### config.mk
export PLATFORM = sky130hd
export DESIGN_NAME = rbmc_top
export DESIGN_NICKNAME = d
export VERILOG_FILES = /design/src/rbmc_pkg.sv /design/src/rbmc_top.sv /design/src/rbmc_level_decode.sv
export SDC_FILE = /design/constraint.sdc
export NUM_CORES = 1
export LEC_CHECK = 0
export BUFFER_PORTS_ARGS = -buffer_cell sky130_fd_sc_hd__buf_2
export CAP_MARGIN = 15
export CORE_UTILIZATION = 42
export CTS_CLUSTER_DIAMETER = 60
export DETAILED_ROUTE_END_ITERATION = 12
export PLACE_DENSITY = 0.84
export SYNTH_ARGS = -nofsm -noshare
export SYNTH_HDL_FRONTEND = slang
export SYNTH_SLANG_ARGS = --single-unit
export TNS_END_PERCENT = 30
### constraint.sdc
create_clock -name clock_i -period 2.11 [get_ports clock_i]
set_clock_uncertainty 0.05 [all_clocks]
set_input_delay 0.422 -clock clock_i [delete_from_list [all_inputs] [get_ports clock_i]]
set_output_delay 0.422 -clock clock_i [all_outputs]
set_load 0.1 [all_outputs]
### src/rbmc_pkg.sv
// Package of constants and encodings for the regulator and brown-out mode control
package rbmc_pkg;

  // Option register location and fields
  localparam logic [7:0] OPT_ADDR        = 8'h94;
  localparam logic [7:0] OPT_RESET       = 8'h00;
  localparam int         OPT_BYPASS_BIT  = 6;

  // High configuration word fields
  localparam int         CFG_PWRSAVE_BIT = 2;
  localparam int         CFG_FILTER_BIT  = 3;
  localparam int         CFG_LEVEL_LSB   = 4;
  // Configuration word held until the first load strobe
  localparam logic [7:0] CFG_RESET       = 8'h00;
  // Read data for addresses this block does not own
  localparam logic [7:0] SFR_IDLE_DATA   = 8'h00;

  // Analog channel code that keeps the bandgap on
  localparam logic [3:0] BANDGAP_CHANNEL = 4'hB;

  // Brown-out level encodings
  localparam logic [1:0] LVL_2V9 = 2'h0;
  localparam logic [1:0] LVL_2V3 = 2'h1;
  localparam logic [1:0] LVL_3V5 = 2'h2;
  localparam logic [1:0] LVL_1V8 = 2'h3;

  // Operating modes
  typedef enum logic [1:0] {
    MODE_FAST,
    MODE_SLOW,
    MODE_IDLE,
    MODE_STOP
  } rbmc_mode_e;

endpackage

### src/rbmc_top.sv
// Regulator and brown-out mode control with its option register
`timescale 1ns/10ps
module rbmc_top
  import rbmc_pkg::*;
(
  // Clock, reset, enable
  input  wire logic       clock_i,
  input  wire logic       reset_n_i,
  input  wire logic       clk_en_i,
  // Special-function register access
  input  wire logic [7:0] sfr_addr_i,
  input  wire logic [7:0] sfr_wdata_i,
  input  wire logic       sfr_write_i,
  output logic [7:0]      sfr_rdata_o,
  // Configuration and mode
  input  wire logic [7:0] config_word_high_i,
  input  wire logic       config_load_i,
  input  wire logic [1:0] op_mode_i,
  input  wire logic [3:0] analog_channel_select_i,
  input  wire logic       low_voltage_sense_i,
  // Power controls
  output logic            regulator_enable_o,
  output logic            regulator_bypass_o,
  output logic            brownout_reset_enable_o,
  output logic [1:0]      brownout_level_o,
  output logic            undervoltage_detect_flag_o,
  output logic            supply_noise_filter_o,
  output logic            bandgap_on_o
);

  logic       rst_meta;
  logic       rst_sync_n;
  logic [7:0] misc_option_ctrl;
  logic [7:0] config_word_high;
  logic       sense_meta;
  logic       sense_sync;
  logic       dec_enable;
  logic [1:0] dec_level;
  logic       dec_detect;

  // Reset release through two flops; assertion stays asynchronous
  always_ff @(posedge clock_i or negedge reset_n_i) begin
    if (!reset_n_i) begin
      rst_meta   <= 1'b0;
      rst_sync_n <= 1'b0;
    end else begin
      rst_meta   <= 1'b1;
      rst_sync_n <= rst_meta;
    end
  end

  // Option register; only the bypass bit steers this block, others stored
  always_ff @(posedge clock_i or negedge rst_sync_n) begin
    if (!rst_sync_n) begin
      misc_option_ctrl <= OPT_RESET;
    end else if (clk_en_i && sfr_write_i && sfr_addr_i == OPT_ADDR) begin
      misc_option_ctrl <= sfr_wdata_i;
    end
  end

  // Configuration word captured when the power-on load strobe fires
  always_ff @(posedge clock_i or negedge rst_sync_n) begin
    if (!rst_sync_n) begin
      config_word_high <= CFG_RESET;
    end else if (clk_en_i && config_load_i) begin
      config_word_high <= config_word_high_i;
    end
  end

  // Analog comparator output is asynchronous, so synchronise it
  always_ff @(posedge clock_i or negedge rst_sync_n) begin
    if (!rst_sync_n) begin
      sense_meta <= 1'b0;
      sense_sync <= 1'b0;
    end else if (clk_en_i) begin
      sense_meta <= low_voltage_sense_i;
      sense_sync <= sense_meta;
    end
  end

  // Decoder shared by regulator enable, level and detect gating
  rbmc_level_decode u_decode (
    .bypass_i       (misc_option_ctrl[OPT_BYPASS_BIT]),
    .power_save_i   (config_word_high[CFG_PWRSAVE_BIT]),
    .level_field_i  (config_word_high[CFG_LEVEL_LSB+1:CFG_LEVEL_LSB]),
    .mode_i         (op_mode_i),
    .reg_enable_o   (dec_enable),
    .level_o        (dec_level),
    .detect_allow_o (dec_detect)
  );

  // Outputs follow mode changes with no register delay
  always_comb begin
    regulator_enable_o         = dec_enable;
    regulator_bypass_o         = misc_option_ctrl[OPT_BYPASS_BIT];
    brownout_reset_enable_o    = 1'b1;
    brownout_level_o           = dec_level;
    undervoltage_detect_flag_o = dec_detect && sense_sync;
    supply_noise_filter_o      = config_word_high[CFG_FILTER_BIT];
    // Software choice; hardware only reports it
    bandgap_on_o               = (analog_channel_select_i == BANDGAP_CHANNEL);
    sfr_rdata_o                = (sfr_addr_i == OPT_ADDR) ? misc_option_ctrl : SFR_IDLE_DATA;
  end

  // Bypass set keeps the regulator off whatever the mode
  chk_bypass_off: assert property (@(posedge clock_i) disable iff (!rst_sync_n)
    misc_option_ctrl[OPT_BYPASS_BIT] |-> !regulator_enable_o)
    else $error("regulator on while bypassed");

  // Neither bypass nor power save: the regulator never drops
  chk_normal_on: assert property (@(posedge clock_i) disable iff (!rst_sync_n)
    (!misc_option_ctrl[OPT_BYPASS_BIT] && !config_word_high[CFG_PWRSAVE_BIT]) |-> regulator_enable_o)
    else $error("regulator off without cause");

  // Power save alone switches the regulator off in Stop only
  chk_stop_save: assert property (@(posedge clock_i) disable iff (!rst_sync_n)
    (!misc_option_ctrl[OPT_BYPASS_BIT] && config_word_high[CFG_PWRSAVE_BIT])
      |-> (regulator_enable_o == (op_mode_i != MODE_STOP)))
    else $error("power save regulator mismatch");

  // Bypass clear outside Stop always keeps the core supplied
  chk_run_on: assert property (@(posedge clock_i) disable iff (!rst_sync_n)
    (!misc_option_ctrl[OPT_BYPASS_BIT] && op_mode_i != MODE_STOP) |-> regulator_enable_o)
    else $error("regulator off outside stop");

  // Forced lowest level also masks the detect flag
  chk_forced_level: assert property (@(posedge clock_i) disable iff (!rst_sync_n)
    (config_word_high[CFG_PWRSAVE_BIT] && (op_mode_i == MODE_STOP || misc_option_ctrl[OPT_BYPASS_BIT]))
      |-> (brownout_level_o == LVL_1V8 && !undervoltage_detect_flag_o))
    else $error("power save level not forced");

  // Power save outside Stop leaves an unbypassed level alone
  chk_save_run_level: assert property (@(posedge clock_i) disable iff (!rst_sync_n)
    (config_word_high[CFG_PWRSAVE_BIT] && !misc_option_ctrl[OPT_BYPASS_BIT] && op_mode_i != MODE_STOP)
      |-> brownout_level_o == config_word_high[CFG_LEVEL_LSB+1:CFG_LEVEL_LSB])
    else $error("level forced outside stop");

  // Without power save the level field passes through untouched
  chk_level_pass: assert property (@(posedge clock_i) disable iff (!rst_sync_n)
    !config_word_high[CFG_PWRSAVE_BIT] |-> brownout_level_o == config_word_high[CFG_LEVEL_LSB+1:CFG_LEVEL_LSB])
    else $error("level field not followed");

  // Detect flag only exists at the lowest brown-out level
  chk_detect_level: assert property (@(posedge clock_i) disable iff (!rst_sync_n)
    undervoltage_detect_flag_o |-> brownout_level_o == LVL_1V8)
    else $error("detect at high level");

  // A higher level in the field keeps the flag dark
  chk_detect_field: assert property (@(posedge clock_i) disable iff (!rst_sync_n)
    (config_word_high[CFG_LEVEL_LSB+1:CFG_LEVEL_LSB] != LVL_1V8) |-> !undervoltage_detect_flag_o)
    else $error("detect with high level field");

  // Lowest level without power save must pass the sensed condition
  chk_detect_pass: assert property (@(posedge clock_i) disable iff (!rst_sync_n)
    (!config_word_high[CFG_PWRSAVE_BIT] && sense_sync
      && config_word_high[CFG_LEVEL_LSB+1:CFG_LEVEL_LSB] == LVL_1V8) |-> undervoltage_detect_flag_o)
    else $error("detect flag withheld");

  // Power save while running with bypass clear keeps the flag usable at the lowest level
  chk_save_run_flag: assert property (@(posedge clock_i) disable iff (!rst_sync_n)
    (config_word_high[CFG_PWRSAVE_BIT] && !misc_option_ctrl[OPT_BYPASS_BIT] && op_mode_i != MODE_STOP
      && config_word_high[CFG_LEVEL_LSB+1:CFG_LEVEL_LSB] == LVL_1V8 && sense_sync)
      |-> undervoltage_detect_flag_o)
    else $error("flag lost outside stop");

  // Flag never rises without the synchronised comparator
  chk_detect_sense: assert property (@(posedge clock_i) disable iff (!rst_sync_n)
    undervoltage_detect_flag_o |-> sense_sync)
    else $error("detect flag without sense");

  // Bypass together with power save silences the flag
  chk_detect_off: assert property (@(posedge clock_i) disable iff (!rst_sync_n)
    (misc_option_ctrl[OPT_BYPASS_BIT] && config_word_high[CFG_PWRSAVE_BIT]) |-> !undervoltage_detect_flag_o)
    else $error("detect not disabled");

  // Brown-out reset can never be switched off
  chk_brownout_on: assert property (@(posedge clock_i) disable iff (!rst_sync_n)
    brownout_reset_enable_o)
    else $error("brown-out reset inactive");

  // Bypass bit lands on the edge that takes the write
  chk_bypass_write: assert property (@(posedge clock_i) disable iff (!rst_sync_n)
    (clk_en_i && sfr_write_i && sfr_addr_i == OPT_ADDR) |=> regulator_bypass_o == $past(sfr_wdata_i[OPT_BYPASS_BIT]))
    else $error("bypass write lost");

  // Option register only moves on an accepted write
  chk_option_hold: assert property (@(posedge clock_i) disable iff (!rst_sync_n)
    !(clk_en_i && sfr_write_i && sfr_addr_i == OPT_ADDR) |=> $stable(misc_option_ctrl))
    else $error("option register changed unasked");

  // Read port shows the option register at its address
  chk_rdata_option: assert property (@(posedge clock_i) disable iff (!rst_sync_n)
    (sfr_addr_i == OPT_ADDR) |-> sfr_rdata_o == misc_option_ctrl)
    else $error("option read mismatch");

  // Any other address reads as idle data
  chk_rdata_idle: assert property (@(posedge clock_i) disable iff (!rst_sync_n)
    (sfr_addr_i != OPT_ADDR) |-> sfr_rdata_o == SFR_IDLE_DATA)
    else $error("unmapped read not idle");

  // Bypass output mirrors the stored bit
  chk_bypass_mirror: assert property (@(posedge clock_i) disable iff (!rst_sync_n)
    regulator_bypass_o == misc_option_ctrl[OPT_BYPASS_BIT])
    else $error("bypass output stale");

  // Filter bit captured with the configuration word
  chk_filter_load: assert property (@(posedge clock_i) disable iff (!rst_sync_n)
    (clk_en_i && config_load_i) |=> supply_noise_filter_o == $past(config_word_high_i[CFG_FILTER_BIT]))
    else $error("filter bit not loaded");

  // Filter output tracks the stored configuration between loads
  chk_filter_follow: assert property (@(posedge clock_i) disable iff (!rst_sync_n)
    supply_noise_filter_o == config_word_high[CFG_FILTER_BIT])
    else $error("filter output stale");

  // Loaded power-save bit of 0 keeps the regulator on while bypass is clear
  chk_save_load: assert property (@(posedge clock_i) disable iff (!rst_sync_n)
    (clk_en_i && config_load_i && !config_word_high_i[CFG_PWRSAVE_BIT]) ##1 !misc_option_ctrl[OPT_BYPASS_BIT]
      |-> regulator_enable_o)
    else $error("power save bit misread");

  // Configuration only moves on a load strobe with the enable high
  chk_config_hold: assert property (@(posedge clock_i) disable iff (!rst_sync_n)
    !(clk_en_i && config_load_i) |=> $stable(config_word_high))
    else $error("configuration changed unasked");

  // Clock enable low also freezes the comparator synchroniser
  chk_sense_freeze: assert property (@(posedge clock_i) disable iff (!rst_sync_n)
    !clk_en_i |=> $stable(sense_sync))
    else $error("sense moved while frozen");

  // Bandgap report follows the channel code; software keeps it clear
  chk_bandgap_report: assert property (@(posedge clock_i) disable iff (!rst_sync_n)
    bandgap_on_o == (analog_channel_select_i == BANDGAP_CHANNEL))
    else $error("bandgap report wrong");

endmodule

### src/rbmc_level_decode.sv
// Combinational decoder for regulator enable and effective brown-out level
`timescale 1ns/10ps
module rbmc_level_decode
  import rbmc_pkg::*;
(
  // Controls
  input  wire logic       bypass_i,
  input  wire logic       power_save_i,
  input  wire logic [1:0] level_field_i,
  input  wire logic [1:0] mode_i,
  // Results
  output logic            reg_enable_o,
  output logic [1:0]      level_o,
  output logic            detect_allow_o
);

  logic stop_mode;
  logic forced;

  // Power save overrides only in Stop, or always once bypassed
  always_comb begin
    stop_mode      = (mode_i == MODE_STOP);
    forced         = power_save_i && (stop_mode || bypass_i);
    reg_enable_o   = !bypass_i && !(power_save_i && stop_mode);
    level_o        = forced ? LVL_1V8 : level_field_i;
    detect_allow_o = !forced && (level_field_i == LVL_1V8)
                     && !(bypass_i && power_save_i);
  end

endmodule

**Yosys cells after proc, flatten, opt, wreduce, memory -nomap -nowiden**

Cells that the tools add are included.

- Flip-flop bits (word level): 18
- Input port bits: 36
- Output and inout bits: 16
- Word-level logic and storage cells: 27

- Equality and inequality tests: 4
- Mux-type cells: 2
- Reductions and logical operators: 15

Operators by type and width:

| cell | count |
|---|---|
| 1-bit logical AND | 10 |
| 8-bit equality test (second input constant) | 1 |
| 8-bit two-way mux | 1 |
| 2-bit equality test (second input constant) | 2 |
| 4-bit equality test (second input constant) | 1 |
| 1-bit logical NOT | 4 |
| 2-bit two-way mux | 1 |
| 1-bit logical OR | 1 |

**Longest topological paths before layout**

- Depth after elaboration: 7
- Mapped depth: 4
- Mapped depth without buffers: 3

**Hierarchy**

From an unflattened synthesis, not the netlist that was laid out.

- Cells, all modules: 53
- Area total of the unflattened synthesis: 733.2 sq um

Modules (own cells, without submodules):

| module | instances | cells each | area each (sq um) | sequential area each (sq um) |
|---|---|---|---|---|
| rbmc_top | 1 | 47 | 695.7 | 400.4 |
| rbmc_level_decode | 1 | 6 | 37.5 | 0.0 |

**Worst setup path after synthesis**

OpenSTA, ideal clock, no wires.

- Path type: flip-flop to output port
- Start point: register misc_option_ctrl[6]
- End point: output port regulator_enable_o
- Arrival: 2.377 ns
- Data required time: 1.638 ns
- Slack: -0.739 ns
- Cell stages (with the launch flop): 2
- Path buffers: 0
- Cell sequence: dfrtp_1 a21oi_1

- Word-level cells in the longest chain between the ends: 2

Ends and longest elaborated chain:

| what | RTL line | source |
|---|---|---|
| start, declared | rbmc_top.sv:33 | `logic [7:0] misc_option_ctrl;` |
| start signal, assigned | rbmc_top.sv:57 | `misc_option_ctrl <= sfr_wdata_i;` |
| 1-bit logical NOT | rbmc_level_decode.sv:24 | `reg_enable_o = !bypass_i && !(power_save_i && stop_mode);` |
| 1-bit logical AND | rbmc_level_decode.sv:24 |  |
| end, declared | rbmc_top.sv:22 | `output logic regulator_enable_o,` |

Every way passes these cells.

**Worst setup path after layout**

- Start point: input port sfr_addr_i[1]
- End point: output port sfr_rdata_o[3]

- Word-level cells in the longest chain between the ends: 2

Ends and longest elaborated chain:

| what | RTL line | source |
|---|---|---|
| start, declared | rbmc_top.sv:11 | `input wire logic [7:0] sfr_addr_i,` |
| 8-bit equality test | rbmc_top.sv:102 | `sfr_rdata_o = (sfr_addr_i == OPT_ADDR) ? misc_option_ctrl : SFR_IDLE_DATA;` |
| 8-bit two-way mux | rbmc_top.sv:102 |  |
| end, declared | rbmc_top.sv:14 | `output logic [7:0] sfr_rdata_o,` |

Every way passes these cells.

==> impl_metrics.toml <==
[pwr]
leakagePower_nw = 0.629
p_per_area_nw_per_um2 = 647
ir_drop_v = 0.000563

[floorplanning]
core_sq_um = 1560
initial_utilization_pct = 46.6
die_y_microns = 43.6
rows = 14
ios = 52
die_area_sq_um = 1900
fp.dieW_microns = 43.6

[finish]
layout.nets = 140
fillers = 111
drive_gt1_share_pct = 68.0
area_delta_synth_final_pct = 64.0
final_cell_mix = "35 x buf_2, 16 x dfrtp_1, 13 x mux2_2"
antenna_cells = 0
final_common_cell = "buf_2"

[timing]
rsz0062_at_grt = "no"
relSlewSlack_pct = 64.5
final.setup.worst_slack_ns = 0.178
fin_tns_setup_ns = 0
min_period_ns = 1.93
hold_viol = 0
holdWs_ns = 0.172
fin_crit_sh_pct = 91.6
fmax_mhz = 518
tightest_slew_ns = 0.533
slew_violations = 0
report.final.setup_viol = 0

[clock_tree]
cts_made_buffers = 3
post_cts_buffers = 0
clock_latency_ns = 0.29
path_clk_slew_ns = 0.09
htreeDepth = 1
cts_tree = "built"
cts.sinks = 16
cts_root_buf = "clkbuf_4"
cts.path.max_buffers = 2

[placed_design]
place_ws_ns = 0.0763
hpwlAfterDp_microns = 1290
gp_congestion = 0.589
portBuffers = 46

[synth]
muxShareOfSynthArea_pct = 21.7
yosys.area.top_type = "dfrtp_1"
yosysSeqAreaShare_pct = 55.1
synth-compound-area-share_pct = 1.38
ys_warn_count = 0
synthAdderAreaFrac_pct = 0
synth_xor_area_share_pct = 0
synth-simple-area-share_pct = 18.8
syn_inst = 52
synth_area_sq_um = 727
yosys.cell_types.count = 16
yosysTopAreaCellShare_pct = 55.1
synth-seq-cells = 16
synth_top_family_by_area = "multiplexers"
syn-mean-instance-area_sq_um = 14.0
synthTopCellsByArea = "dfrtp_1 55%, mux2_2 20%, and3_1 6.9%"

[critical_path]
end_kind = "primary output"
start_kind = "input pin"
cp.arrival_ns = 1.46
critPathKind = "input pin to primary output"
cp.required_ns = 1.64
path_max_fanout = 9

[global_route]
antenna_found_initial = 0
grt_max_degree = 15
overflow = 0
grt_pass1_vias = 662
grt_first_pass_wirelength_microns = 2570
grtUsageTotal_pct = 19.1

[route]
via_per_inst = 5.16
drt-initial-drc-count = 12
drc = 6
dr.pass1.iters = 7
drt-total-wl_microns = 1580
routedWlPerCell_microns = 13.3
antenna_left = 0
vias = 614

[outcome]
violations = "design-rule violations"
status = "finished, violations left"

[run]
cap_violations = 0

[min_path]
hp-class = "flop to asynchronous set/reset pin"
worst paths after layout:
path                       slack, ns  cells past startpoint                start                   to
setup / recovery                0.18                      4        sfr_addr_i[1]       sfr_rdata_o[3]
hold / removal                  0.17                      0           rst_sync_n  config_word_high[4]
setup reg to reg                1.22                      1  misc_option_ctrl[6]  misc_option_ctrl[6]
hold reg to reg                 0.17                      0           rst_sync_n  config_word_high[4]
max in group asynchronous       1.49                      0           rst_sync_n  misc_option_ctrl[1]
min in group clock_i            0.31                      2       sfr_wdata_i[3]  misc_option_ctrl[3]
cells in the mapped netlist:
| cell | number |
|---|---|
| mux2_1 | 1 |
| dfrtp_1 | 16 |
| buf_4 | 1 |
| and4bb_1 | 1 |
| nor4b_4 | 1 |
| o21ai_0 | 1 |
| and3_1 | 8 |
| conb_1 | 1 |
| and4_1 | 2 |
| mux2_2 | 13 |
| and4b_1 | 1 |
| buf_6 | 1 |
| a21oi_1 | 1 |
| nand2_1 | 1 |
| and2_1 | 1 |
| nand2b_1 | 2 |
registers in the layout (all words and copies together), names as in the netlist:
register,flops
rst_sync_n,1
sense_meta,1
config_word_high,4
rst_meta,1
sense_sync,1
misc_option_ctrl,8
cell families (layout without fill, tap and decap cells):
logic type,after synthesis,in the layout
AND/OR/NAND/NOR,17,17
flip-flops,16,16
multiplexers,14,14
AO/OA/AOI/OAI,2,2
buffers and inverters,2,52
other,1,2
cell type report:
cell class	count	area, sq um	area share [%]
Clock buffer	4	36.3	3.04
Multi-Input combinational cell	35	323	27.1
Sequential cell	16	400	33.6
Tap cell	16	20.0	1.68
Timing Repair Buffer	48	413	34.6
through the flow:
step,util [%],cells,power [mW],instance area (sq um)
after floorplan,-,53,0.496,742
after detailed placement,73.5,114,0.578,1150
after CTS,76.5,119,0.780,1190
after global placement,73.5,114,0.571,1150
final,76.5,119,0.772,1190
after global routing,76.5,119,0.803,1190
routing by layer:
layer,GRT usage (%),routed length [microns],up-vias
met5,0,0,-
met4,11.3,38,0
met3,5.83,113,5
met2,35.2,855,28
met1,18.3,571,292
li1,-,-,289
critical path: stages:
cell and delay [ns]:
buf_2 0.11, nor4b_4 0.45, and3_1 0.28, buf_12 0.19
power by group:
group          switching, mW  total [mW]  internal (mW)
clock network         0.0959       0.201          0.105
registers             0.0162       0.345          0.328
logic                  0.142       0.226         0.0845
total                  0.254       0.772          0.518
timing repair:
action,CTS,global route
gates resized for setup,0,0
hold buffers,1,0
endpoints found under the hold margin,2,0
No activity file was read; power rests on OpenSTA's default activity.
